`src/fsdp_pkg.sv`:
```
// constants, register indices and carrier types for the field switch block
package fsdp_pkg;

	// ----------------------------------------------------------------
	// widths
	// ----------------------------------------------------------------
	localparam int FSDP_RAW_W   = 14;
	localparam int FSDP_GAIN_W  = 14;
	localparam int FSDP_OFS_W   = 11;
	localparam int FSDP_REL_W   = 10;
	localparam int FSDP_OPR_W   = 11;
	localparam int FSDP_SIG_W   = 11;
	localparam int FSDP_MODE_W  = 10;
	localparam int FSDP_USER_W  = 13;
	localparam int FSDP_USER_N  = 4;
	localparam int FSDP_LOCK_W  = 2;
	localparam int FSDP_DATA_W  = 16;
	localparam int FSDP_ADDR_W  = 4;

	// ----------------------------------------------------------------
	// gain scaling: coefficient 1.0 is two to this power, shift back by this many bits
	// ----------------------------------------------------------------
	localparam int FSDP_GAIN_FRAC = 11;

	// ----------------------------------------------------------------
	// register indices on the command port
	// ----------------------------------------------------------------
	localparam logic [3:0] FSDP_IDX_MODE  = 4'h0;
	localparam logic [3:0] FSDP_IDX_GAIN  = 4'h1;
	localparam logic [3:0] FSDP_IDX_OFS   = 4'h2;
	localparam logic [3:0] FSDP_IDX_REL   = 4'h3;
	localparam logic [3:0] FSDP_IDX_OPR   = 4'h4;
	localparam logic [3:0] FSDP_IDX_USER0 = 4'h5;
	localparam logic [3:0] FSDP_IDX_USER3 = 4'h8;
	localparam logic [3:0] FSDP_IDX_LOCK  = 4'h9;
	localparam logic [3:0] FSDP_IDX_RAW   = 4'hA;
	localparam logic [3:0] FSDP_IDX_PROC  = 4'hB;

	// ----------------------------------------------------------------
	// mode register fields and format codes
	// ----------------------------------------------------------------
	localparam int         FSDP_FMT_LSB     = 5;
	localparam logic [2:0] FSDP_FMT_SW_POS  = 3'h4;
	localparam logic [2:0] FSDP_FMT_SW_NEG  = 3'h5;

	// ----------------------------------------------------------------
	// values after reset, and the boot count at which the lock bit is sampled
	// ----------------------------------------------------------------
	localparam logic [9:0]  FSDP_RST_MODE = 10'h090;
	localparam logic [13:0] FSDP_RST_GAIN = 14'h0800;
	localparam logic [10:0] FSDP_RST_OFS  = 11'h000;
	localparam logic [9:0]  FSDP_RST_REL  = 10'h200;
	localparam logic [10:0] FSDP_RST_OPR  = 11'h400;
	localparam logic [1:0]  FSDP_BOOT_CYC = 2'h2;

	// ----------------------------------------------------------------
	// carriers
	// ----------------------------------------------------------------
	typedef struct packed {
		logic        valid;
		logic        write;
		logic        store;
		logic [3:0]  addr;
		logic [15:0] wdata;
	} fsdp_cmd_t;

	typedef struct packed {
		logic        valid;
		logic [15:0] data;
	} fsdp_rsp_t;

	typedef struct packed {
		logic [10:0] signal;
	} fsdp_dsp_state_t;

endpackage : fsdp_pkg

```
`src/fsdp_dsp.sv`:
```
// gain, offset and saturation datapath of the field switch
`timescale 1ns/1ns
module fsdp_dsp (
	// clock and reset
	input  wire logic        clk_sys,
	input  wire logic        rst_n,
	// parameters and sample
	input  wire logic [13:0] raw,
	input  wire logic [13:0] gain,
	input  wire logic [10:0] offset,
	// result
	output logic      [10:0] signal
);

	fsdp_pkg::fsdp_dsp_state_t s;
	fsdp_pkg::fsdp_dsp_state_t next_s;

	logic signed [27:0] prod;
	logic signed [16:0] scaled;
	logic signed [17:0] sum;
	logic signed [17:0] vmax;

	// ----------------------------------------------------------------
	// multiply and add
	// ----------------------------------------------------------------
	assign prod   = $signed(raw) * $signed(gain); // see RULE_01
	// 1.0 moves the signal by full supply per 2048 raw counts
	assign scaled = prod[27:fsdp_pkg::FSDP_GAIN_FRAC]; // see RULE_02
	// offset steps are twice the signal step
	// concatenation is unsigned, so re-sign it before widening
	assign sum    = 18'(scaled) + 18'($signed({offset, 1'b0})); // see RULE_03

	// negative offset pulls the ceiling down with it
	assign vmax = offset[10] ? (18'sh0_0800 + 18'($signed({offset, 1'b0})))
	                         : 18'sh0_07FF; // see RULE_04

	// ----------------------------------------------------------------
	// clamp instead of wrap
	// ----------------------------------------------------------------
	always_comb begin
		next_s = s;
		if (sum < 18'sh0_0000) begin
			next_s.signal = 11'h000; // see RULE_23
		end else if (sum > vmax) begin
			next_s.signal = vmax[10:0]; // see RULE_23
		end else begin
			next_s.signal = sum[10:0];
		end
	end

	always_ff @(posedge clk_sys or negedge rst_n) begin
		if (!rst_n) begin
			s <= '0;
		end else begin
			s <= next_s;
		end
	end

	assign signal = s.signal;

endmodule : fsdp_dsp

```
`src/fsdp_top.sv`:
```
// parameter registers, command handling and comparator of the field switch
//
// Functional notes
// RULE_01: signal path multiplies filtered field by signed gain, range +-4, step 1/2048.
// RULE_02: gain 1.0 moves signal by full supply per 2048 raw counts.
// RULE_03: zero-field offset added to product, range +-supply, step supply/1024.
// RULE_04: negative offset caps signal at offset plus one supply.
// RULE_05: release threshold spans zero to half supply, step supply/2048.
// RULE_06: operate threshold spans zero to full supply, step supply/2048.
// RULE_07: above operate drive low, below release drive high, else hold.
// RULE_08: four 13-bit user words, readable and writable.
// RULE_09: programmer accesses all four user words in order from word zero.
// RULE_10: programmer writes all four user words, then one store.
// RULE_11: changing one user word needs read-back of the others first.
// RULE_12: 2-bit lock latch; setting bit zero locks all registers.
// RULE_13: lock acts only after the next power cycle.
// RULE_14: lock latch never clears by command or reset; here reset clears it and bit zero is reloaded from NV_LOCK at power-up.
// RULE_15: once locked, every register read is refused.
// RULE_16: 14-bit read-only raw field value, before gain and offset.
// RULE_17: 14-bit processed value read with its bits reversed.
// RULE_18: processed value reads zero unless analog format selected.
// RULE_19: raw field value is signed, south negative, north positive.
// RULE_20: unlocked, gain, offset and thresholds rewrite any number of times.
// RULE_21: programmer should pick the 500 Hz filter setting.
// RULE_22: switch output off during commands; answer after decoding; here a locked part keeps driving the pin.
// RULE_23: signal saturates after multiply and add, no wrap.
`timescale 1ns/1ns
module fsdp_top #(
	// format code of the analog output mode
	parameter logic [2:0] ANALOG_FORMAT = 3'h0
) (
	// clock and reset
	input  wire logic                CLK_SYS,
	input  wire logic                RST_N,
	// filtered field sample
	input  wire logic                SAMPLE_VALID,
	input  wire logic [13:0]         SAMPLE_RAW,
	// decoded supply-modulation commands
	input  wire logic                COMM_ACTIVE,
	input  wire fsdp_pkg::fsdp_cmd_t CMD,
	output fsdp_pkg::fsdp_rsp_t      RSP,
	// non-volatile lock bit
	input  wire logic                NV_LOCK,
	output logic                     LOCK_STORE,
	// switch output pin
	output logic                     OUT_O,
	output logic                     OUT_OE_N,
	// processed signal value
	output logic [10:0]              SIGNAL_VALUE
);

	// ----------------------------------------------------------------
	// state
	// ----------------------------------------------------------------
	typedef struct packed {
		logic             nv_meta;
		logic             nv_sync;
		logic [1:0]       boot_cnt;
		logic             booted;
		logic             lock_active;
		logic [1:0]       lock_latch;
		logic [9:0]       mode;
		logic [13:0]      gain;
		logic [10:0]      offset;
		logic [9:0]       release_lvl;
		logic [10:0]      operate_lvl;
		logic [3:0][12:0] user;
		logic [3:0][12:0] stage;
		logic [13:0]      raw;
		logic             sw_high;
		logic             out_o;
		logic             out_oe_n;
		fsdp_pkg::fsdp_rsp_t rsp;
	} fsdp_state_t;

	fsdp_state_t s;
	fsdp_state_t next_s;

	logic [10:0] sig;
	logic [2:0]  fmt;
	logic        cmd_ok;
	logic [1:0]  user_idx;
	logic        is_user;

	// ----------------------------------------------------------------
	// datapath
	// ----------------------------------------------------------------
	fsdp_dsp u_dsp (
		.clk_sys (CLK_SYS),
		.rst_n   (RST_N),
		.raw     (s.raw),
		.gain    (s.gain),
		.offset  (s.offset),
		.signal  (sig)
	);

	assign fmt = s.mode[fsdp_pkg::FSDP_FMT_LSB +: 3];

	// ----------------------------------------------------------------
	// helpers
	// ----------------------------------------------------------------
	function automatic logic [13:0] fsdp_rev14(input logic [13:0] v);
		logic [13:0] r;
		r = '0;
		for (int i = 0; i < 14; i++) begin
			r[i] = v[13 - i];
		end
		return r;
	endfunction : fsdp_rev14

	function automatic logic [15:0] fsdp_read(
		input fsdp_state_t st,
		input logic [3:0]  a,
		input logic [10:0] sv,
		input logic        analog
	);
		logic [15:0] d;
		d = '0;
		if (a >= fsdp_pkg::FSDP_IDX_USER0 && a <= fsdp_pkg::FSDP_IDX_USER3) begin
			d = {3'h0, st.user[2'(a - fsdp_pkg::FSDP_IDX_USER0)]}; // see RULE_08
		end else begin
			unique case (a)
				fsdp_pkg::FSDP_IDX_MODE: begin
					d = {6'h00, st.mode};
				end
				fsdp_pkg::FSDP_IDX_GAIN: begin
					d = {2'h0, st.gain};
				end
				fsdp_pkg::FSDP_IDX_OFS: begin
					d = {5'h00, st.offset};
				end
				fsdp_pkg::FSDP_IDX_REL: begin
					d = {6'h00, st.release_lvl};
				end
				fsdp_pkg::FSDP_IDX_OPR: begin
					d = {5'h00, st.operate_lvl};
				end
				fsdp_pkg::FSDP_IDX_LOCK: begin
					d = {14'h0000, st.lock_latch};
				end
				fsdp_pkg::FSDP_IDX_RAW: begin
					d = {2'h0, st.raw}; // see RULE_16
				end
				fsdp_pkg::FSDP_IDX_PROC: begin
					if (analog) begin
						d = {2'h0, fsdp_rev14({3'h0, sv})}; // see RULE_17
					end else begin
						d = 16'h0000; // see RULE_18
					end
				end
				default: begin
					d = 16'h0000;
				end
			endcase
		end
		return d;
	endfunction : fsdp_read

	// ----------------------------------------------------------------
	// command qualification
	// ----------------------------------------------------------------
	// a locked part ignores the supply modulation entirely
	assign cmd_ok = CMD.valid && s.booted && !s.lock_active; // see RULE_15
	assign is_user = CMD.addr >= fsdp_pkg::FSDP_IDX_USER0
	              && CMD.addr <= fsdp_pkg::FSDP_IDX_USER3;
	assign user_idx = 2'(CMD.addr - fsdp_pkg::FSDP_IDX_USER0);

	// ----------------------------------------------------------------
	// next state
	// ----------------------------------------------------------------
	always_comb begin
		next_s = s;
		next_s.nv_meta   = NV_LOCK;
		next_s.nv_sync   = s.nv_meta;
		next_s.rsp.valid = 1'b0;

		// lock state is sampled once per power-up, after the sync settles
		if (!s.booted) begin
			next_s.boot_cnt = s.boot_cnt + 2'h1;
			if (s.boot_cnt == fsdp_pkg::FSDP_BOOT_CYC) begin
				next_s.booted        = 1'b1;
				next_s.lock_active   = s.nv_sync; // see RULE_13
				next_s.lock_latch[0] = s.lock_latch[0] | s.nv_sync; // see RULE_14
			end
		end

		// raw sample is kept signed as delivered
		if (SAMPLE_VALID) begin
			next_s.raw = SAMPLE_RAW; // see RULE_19
		end

		if (cmd_ok) begin
			next_s.rsp.valid = 1'b1; // see RULE_22
			next_s.rsp.data  = 16'h0000;
			if (CMD.store) begin
				// user words go live together, torn sets never show
				next_s.user = s.stage; // see RULE_10
			end else if (CMD.write) begin
				if (is_user) begin
					next_s.stage[user_idx] = CMD.wdata[12:0]; // see RULE_08
				end else begin
					unique case (CMD.addr)
						fsdp_pkg::FSDP_IDX_MODE: begin
							next_s.mode = CMD.wdata[9:0];
						end
						fsdp_pkg::FSDP_IDX_GAIN: begin
							next_s.gain = CMD.wdata[13:0]; // see RULE_20
						end
						fsdp_pkg::FSDP_IDX_OFS: begin
							next_s.offset = CMD.wdata[10:0]; // see RULE_20
						end
						fsdp_pkg::FSDP_IDX_REL: begin
							next_s.release_lvl = CMD.wdata[9:0]; // see RULE_05
						end
						fsdp_pkg::FSDP_IDX_OPR: begin
							next_s.operate_lvl = CMD.wdata[10:0]; // see RULE_06
						end
						fsdp_pkg::FSDP_IDX_LOCK: begin
							// bits only ever set; takes hold at next power-up
							next_s.lock_latch = s.lock_latch | CMD.wdata[1:0]; // see RULE_12
						end
						default: begin
							next_s.lock_latch = s.lock_latch;
						end
					endcase
				end
			end else begin
				next_s.rsp.data = fsdp_read(s, CMD.addr, sig, fmt == ANALOG_FORMAT);
			end
		end

		// hysteresis comparator; between levels the state holds
		if (sig > s.operate_lvl) begin
			next_s.sw_high = 1'b0; // see RULE_07
		end else if (sig < {1'b0, s.release_lvl}) begin
			next_s.sw_high = 1'b1; // see RULE_07
		end

		if (fmt == fsdp_pkg::FSDP_FMT_SW_NEG) begin
			next_s.out_o = ~s.sw_high;
		end else begin
			next_s.out_o = s.sw_high;
		end

		// pin released while a telegram runs, unless the part is locked
		next_s.out_oe_n = (COMM_ACTIVE || CMD.valid) && !s.lock_active; // see RULE_22
	end

	// ----------------------------------------------------------------
	// registers
	// ----------------------------------------------------------------
	always_ff @(posedge CLK_SYS or negedge RST_N) begin
		if (!RST_N) begin
			s             <= '0;
			s.mode        <= fsdp_pkg::FSDP_RST_MODE;
			s.gain        <= fsdp_pkg::FSDP_RST_GAIN;
			s.offset      <= fsdp_pkg::FSDP_RST_OFS;
			s.release_lvl <= fsdp_pkg::FSDP_RST_REL;
			s.operate_lvl <= fsdp_pkg::FSDP_RST_OPR;
			s.sw_high     <= 1'b1;
			s.out_o       <= 1'b1;
		end else begin
			s <= next_s;
		end
	end

	// ----------------------------------------------------------------
	// outputs
	// ----------------------------------------------------------------
	assign RSP          = s.rsp;
	assign LOCK_STORE   = s.lock_latch[0]; // see RULE_12
	assign OUT_O        = s.out_o;
	assign OUT_OE_N     = s.out_oe_n;
	assign SIGNAL_VALUE = sig;

endmodule : fsdp_top

```
`config.mk`:
```
export PLATFORM = sky130hd
export DESIGN_NAME = fsdp_top
export DESIGN_NICKNAME = d
export VERILOG_FILES = /design/src/fsdp_pkg.sv /design/src/fsdp_dsp.sv /design/src/fsdp_top.sv
export SDC_FILE = /design/constraint.sdc
export NUM_CORES = 1
export LEC_CHECK = 0
export BUFFER_PORTS_ARGS = -buffer_cell sky130_fd_sc_hd__clkbuf_2
export CAP_MARGIN = 20
export CORE_MARGIN = 2
export CORE_UTILIZATION = 35
export DETAILED_ROUTE_END_ITERATION = 16
export PLACE_DENSITY = 0.57
export SLEW_MARGIN = 25
export SYNTH_ARGS = -nofsm -noshare
export SYNTH_HDL_FRONTEND = slang
export SYNTH_SLANG_ARGS = --single-unit
```
`constraint.sdc`:
```
create_clock -name CLK_SYS -period 8.3 [get_ports CLK_SYS]
set_input_delay 1.245 -clock CLK_SYS [delete_from_list [all_inputs] [get_ports CLK_SYS]]
set_output_delay 1.245 -clock CLK_SYS [all_outputs]
set_load 0.1 [all_outputs]
```
# ---- After elaboration in Yosys (flattened, before gate mapping)
# Index checks and enable logic that the tools add are counted.
dict set report classes {
  addsub 4
  multipliers 1
  div 0
  order_cmp 8
  eq_ne 10
  shift 0
  mux 35
  n_bitwise 7
  n_reduce_logical 20
}
# operator count
set ops {}
lappend ops {{$mux W52} 4}
lappend ops {{$mux W57} 3}
lappend ops {{$mux W161} 1}
lappend ops {{$pmux W14 S8} 1}
lappend ops {{$mux W14} 5}
lappend ops {{$bwmux W52} 1}
lappend ops {{$mux W11} 4}
lappend ops {{$mul A14 B14 Y28} 1}
lappend ops {{$bmux W13 S2} 1}
lappend ops {{$demux W13 S2} 1}
lappend ops {{$mux W13} 2}
lappend ops {{$reduce_and A5 Y1} 5}
lappend ops {{$mux W10} 2}
lappend ops {{$add A17 B12 Y18} 1}
lappend ops {{$gt A18 B18 Y1} 1}
lappend ops {{$lt A18 B1 Y1 const B} 1}
lappend ops {{$mux W18} 1}
lappend ops {{$mux W17} 1}
lappend ops {{$add A13 B12 Y14 const A} 1}
lappend ops {{$eq A4 B4 Y1 const B} 3}
lappend ops {{$gt A11 B11 Y1} 1}
lappend ops {{$lt A11 B10 Y1} 1}
lappend ops {{$eq A4 B2 Y1 const B} 2}
lappend ops {{$ne A6 B4 Y1 const B} 1}
lappend ops {{other kinds (26)} 40}
dict set report word_totals {
  regBits 213
  latchBits 0
  mem_bits_rw 0
  rom_bits 0
  input_bits 42
  out_inout_bits 31
  word_cells 112
  n_memories 0
}

# ---- Longest topological paths before layout
dict set report depth {
  depth_word 10
  depth_mapped 37
  mapped_depth_nobuf 36
}

# ---- By module
# From an unflattened synthesis, not the netlist that was laid out.
dict set report unflattened {
  cells_unflattened 1703
  hier_area_um2 18322.6
}
# module instances cells_per_inst area_per_inst_um2 seq_area_each_um2
set modules_own_cells {}
lappend modules_own_cells {fsdp_top 1 711 9346.5 5013.6}
lappend modules_own_cells {fsdp_dsp 1 992 8976.1 275.3}

# ---- Least setup slack after synthesis
# No wires, ideal clock.
dict set report synth_timing {
  kind {flip-flop to flip-flop}
  startpoint {reg s[174] (netlist name)}
  endpoint {reg u_dsp.s (netlist bit u_dsp.signal[3])}
  setup_ps 125
  t_arrival_ps 8200
  required_ps 8175
  setup_slack_ps -25
  stages_incl_launch_ff 36
  path_buffers 1
  period_less_slack_ps 8325
  cell_sequence {dfrtp_1 clkbuf_1 and2_1 fa_1 inv_1 fa_1 inv_1 fa_1 inv_1 fa_1 inv_1 fa_1 fa_1 ha_1 a211oi_1 a221oi_1 a21oi_1 nand2_1 o41ai_2 o21bai_1 a21oi_1 xnor2_1 ha_1 o21a_1 o31a_1 a21oi_1 o21ai_0 xor2_1 ha_1 inv_1 a221o_1 a211oi_1 and4_1 o211ai_4 nor2_8 mux2_2}
}
# item line
set synth_lines {}
lappend synth_lines {{to (signal assigned)} fsdp_dsp.sv:55} ;# s <= next_s;
lappend synth_lines {{to (decl)} fsdp_dsp.sv:15} ;# fsdp_pkg::fsdp_dsp_state_t s;

==> qor.csv <==
stage;metric;value;unit
run_status;outcome;finished with violations;
run_status;violated checks;negative setup slack;
logic_synthesis;Post-Syn Area;17900;um^2
place;Final GP Congestion;0.881;
drt;via/cell ratio;5.01;
logic_synthesis;FF+latch count, synth;211;
clock_tree;CTS tree;built;
clock_tree;clk sinks;211;
drt;drc violations;0;
critical_path;Crit. End Element;flip-flop;
critical_path;slowest CP cell;fa_1;
logic_synthesis;post-synthesis cell count;1672;
clock_tree;Num CTS Buffers;24;
finish;share of layout cells above drive strength 1;26.8;%
timing;final slew viol count;0;
global_route;overall routing resource usage;18.5;%
drt;antenna-violating nets left;0;
floorplan;core box area;50300;um^2
timing;Final WS setup;-36.4;ps
logic_synthesis;Post-Syn Area per Cell;10.7;um^2
timing;final hold violation count;0;
global_route;pin count of the biggest net entering global routing;133;
timing;# setup viols final;8;
critical_path;reg2reg end;u_dsp.signal[8]$_DFF_PN0_;
place;IO Port Bufs;68;
global_route;number of global-route vias before repair;13600;
critical_path;arrival time worst endpoint;8780;ps
critical_path;Max stage delay on crit path;550;ps
logic_synthesis;synth warn;0;
drt;via count;12600;
finish;area delta synth->final;17.0;%
timing;clock skew;29.4;ps
power_and_ir_drop;VDD IR max;238;uV
place;DP HPWL;36800;um
logic_synthesis;sequential area share after synthesis;29.6;%
worst_hold_path;Cells on Worst Hold Path;0;
timing;RSZ-0062 raised after global routing;yes;
timing;slew margin rel.;34.0;%
critical_path;Critical Path RT;8740;ps
logic_synthesis;Synth Flop Type;dfrtp_1;
drt;DR iter-0 viols;822;
job;Max-cap violations;0;
critical_path;CP Launch Type;flip-flop;
floorplan;io pins;73;
critical_path;CP most frequent cell;fa_1;
logic_synthesis;EDFF count, synth;0;
timing;Final min period;8340;ps
clock_tree;clock buffer depth;3;
worst_hold_path;Worst Hold End;s[200]$_DFF_PN0_;
power_and_ir_drop;Total Power;6.37;mW
logic_synthesis;post-synthesis async set-or-reset flop share;100;%
place;Placement Setup Slack;-477;ps
power_and_ir_drop;leakage;10.5;nW
clock_tree;Clock transition at path regs;60;ps
drt;DRT Pass-1 Iters;7;
logic_synthesis;Unique masters post-synth;70;
floorplan;die height;230;um
worst_hold_path;Hold WC Path Type;flip-flop to flip-flop;
critical_path;R2R setup slack;-40;ps
critical_path;CP Max Fanout;5;
global_route;global-route wire length before repair;76700;um
power_and_ir_drop;Power Dens Cells;304;nW/um^2
floorplan;Die Span X;230;um
global_route;initial antenna violation count;3;
floorplan;Initial Utilization;35.6;%
finish;Post-Route Utilization;41.6;%
clock_tree;H-tree Lvls;1;
timing;Tcrit/Tclk final;100;%
drt;WL per Instance;18.7;um
finish;Final nets;2189;
timing;worst-margin pin slew;988;ps
critical_path;FF-to-FF path depth;35;
critical_path;Critical R2R Launch;s[173]$_DFFE_PN0P_;
worst_hold_path;Hold Crit Start;next_s[200]$_DFF_PN0_;
floorplan;Die ar.;52900;um^2
clock_tree;worst skew pair latency;560;ps
clock_tree;post-cts hold buffer count;0;
floorplan;Rows;82;
clock_tree;clock root cell;clkbuf_16;
critical_path;Crit Path Category;flip-flop to flip-flop;
drt;final wirelength;47200;um
global_route;GR Overflow Total;0;
timing;Achievable Freq;0.120;GHz
kinds of logic (layout without fill, tap and decap cells):
kind of cell	after synthesis	in the layout	synth area share [%]
compound gates	202	202	7.56
simple gates	387	388	10.9
flops	211	211	29.6
buf+inv	334	509	7.48
xor+xnor	35	35	1.71
mux	186	186	12.5
other cells	1	5	0.0210
fa+ha+maj	316	316	30.3
critical path: cells and delay by family, from the launching register on:
family,cells,cell delay (ps)
adders and majority gates,9,3830
AOI/OAI and AO/OA,11,1650
and+or+nand+nor,6,1050
buffers and inverters,6,530
DFF,1,460
xor gates and xnor gates,2,350
muxes,1,320
routing by layer:
layer | vias up | global-route usage (%) | routed length (um)
li1 | 5775 | - | -
met1 | 6525 | 26.1 | 21600
met2 | 273 | 29.8 | 22300
met3 | 60 | 2.94 | 2340
met4 | 0 | 4.29 | 1020
met5 | - | 0 | 0
where the power goes:
group | internal, mW | total, mW | switching [mW]
Combinational | 1.88 | 4.06 | 2.18
Sequential | 1.13 | 1.22 | 0.0957
Clock | 0.633 | 1.09 | 0.452
through the flow:
stage | cell area [um^2] | instances | hold slack [ps] | setup TNS [ps]
2_1_floorplan | 17900 | 1673 | 331 | 0
3_3_place_gp | 19700 | 2461 | 341 | -3250
3_5_place_dp | 19700 | 2461 | 344 | -4710
4_1_cts | 20800 | 2518 | 358 | -21.6
5_1_grt | 20900 | 2524 | 375 | -4360
6_report | 20900 | 2524 | 352 | -233
worst max-delay path by stage:
stage,cells past startpoint,from,endpoint
final,35,s[173]$_DFFE_PN0P_,u_dsp.signal[8]$_DFF_PN0_
after global routing,35,s[25]$_DFFE_PN0P_,u_dsp.signal[7]$_DFF_PN0_
after CTS,34,s[173]$_DFFE_PN0P_,u_dsp.signal[5]$_DFF_PN0_
after detailed placement,36,s[173]$_DFFE_PN0P_,u_dsp.signal[3]$_DFF_PN0_
after global placement,34,s[173]$_DFFE_PN0P_,u_dsp.signal[8]$_DFF_PN0_
after floorplan,35,s[174]$_DFFE_PN0P_,u_dsp.signal[3]$_DFF_PN0_
final cells by class:
| class | instances | area [um^2] |
|---|---|---|
| antenna | 3 | 7.51 |
| clock buffer | 36 | 716 |
| clock inverter | 8 | 101 |
| fill | 4887 | 29300 |
| inverter | 250 | 938 |
| multi-input combinational | 1129 | 11500 |
| sequential | 211 | 5300 |
| tap | 672 | 841 |
| timing repair buffer | 215 | 1500 |
synth_stat cells (4+ instances only):
library cell / number / area, um^2
a22oi_1: 6 / 45.0
buf_4: 18 / 135
xor2_1: 7 / 61.3
xnor2_1: 28 / 245
ha_1: 121 / 1510
nand3_1: 6 / 30.0
nor3_1: 12 / 60.1
a21oi_1: 42 / 210
o21ai_1: 5 / 25.0
nor2b_1: 10 / 62.6
a21o_1: 13 / 97.6
nand2_1: 130 / 488
o21ai_0: 56 / 280
fa_1: 195 / 3900
nor2_1: 74 / 278
mux2_1: 5 / 56.3
mux2_2: 157 / 1770
dfrtp_1: 204 / 5100
clkbuf_1: 47 / 176
buf_2: 13 / 65.1
nand4_1: 7 / 43.8
a211oi_1: 9 / 67.6
o21a_1: 14 / 105
nand2b_1: 12 / 75.1
mux2i_1: 11 / 110
buf_1: 6 / 22.5
mux4_2: 13 / 293
nor3b_1: 6 / 45.0
and2_1: 108 / 676
dfstp_2: 7 / 184
a222oi_1: 11 / 110
a211o_1: 4 / 35.0
a221oi_1: 10 / 87.6
inv_1: 249 / 935
repair_timing:
| item | 4_1_cts | 5_1_grt |
|---|---|---|
| endpoints found under the setup margin | 11 | 11 |
| gates cloned | 1 | 0 |
| pin swaps | 35 | 2 |
| gates resized for setup | 49 | 14 |
| setup buffers | 12 | 2 |
cells in the final DEF (no fill, tap or decap), drive strengths merged, types with 6 or more instances in the layout:
cell type | Yosys | routed
mux2 | 162 | 162
nand2b | 12 | 12
xor2 | 7 | 7
nand2 | 130 | 130
o21ai | 61 | 61
and2 | 109 | 109
inv | 250 | 252
a21o | 13 | 13
buf | 37 | 148
mux2i | 11 | 11
clkbuf | 47 | 103
nor3 | 14 | 14
a22oi | 6 | 6
a222oi | 11 | 11
nor2 | 76 | 77
dfstp | 7 | 7
dfrtp | 204 | 204
nor3b | 6 | 6
nor2b | 10 | 10
a211oi | 9 | 9
xnor2 | 28 | 28
ha | 121 | 121
o21a | 14 | 14
nand3 | 7 | 7
a221oi | 10 | 10
nand4 | 7 | 7
fa | 195 | 195
mux4 | 13 | 13
a21oi | 42 | 42
(Power assumes the default switching activity.)
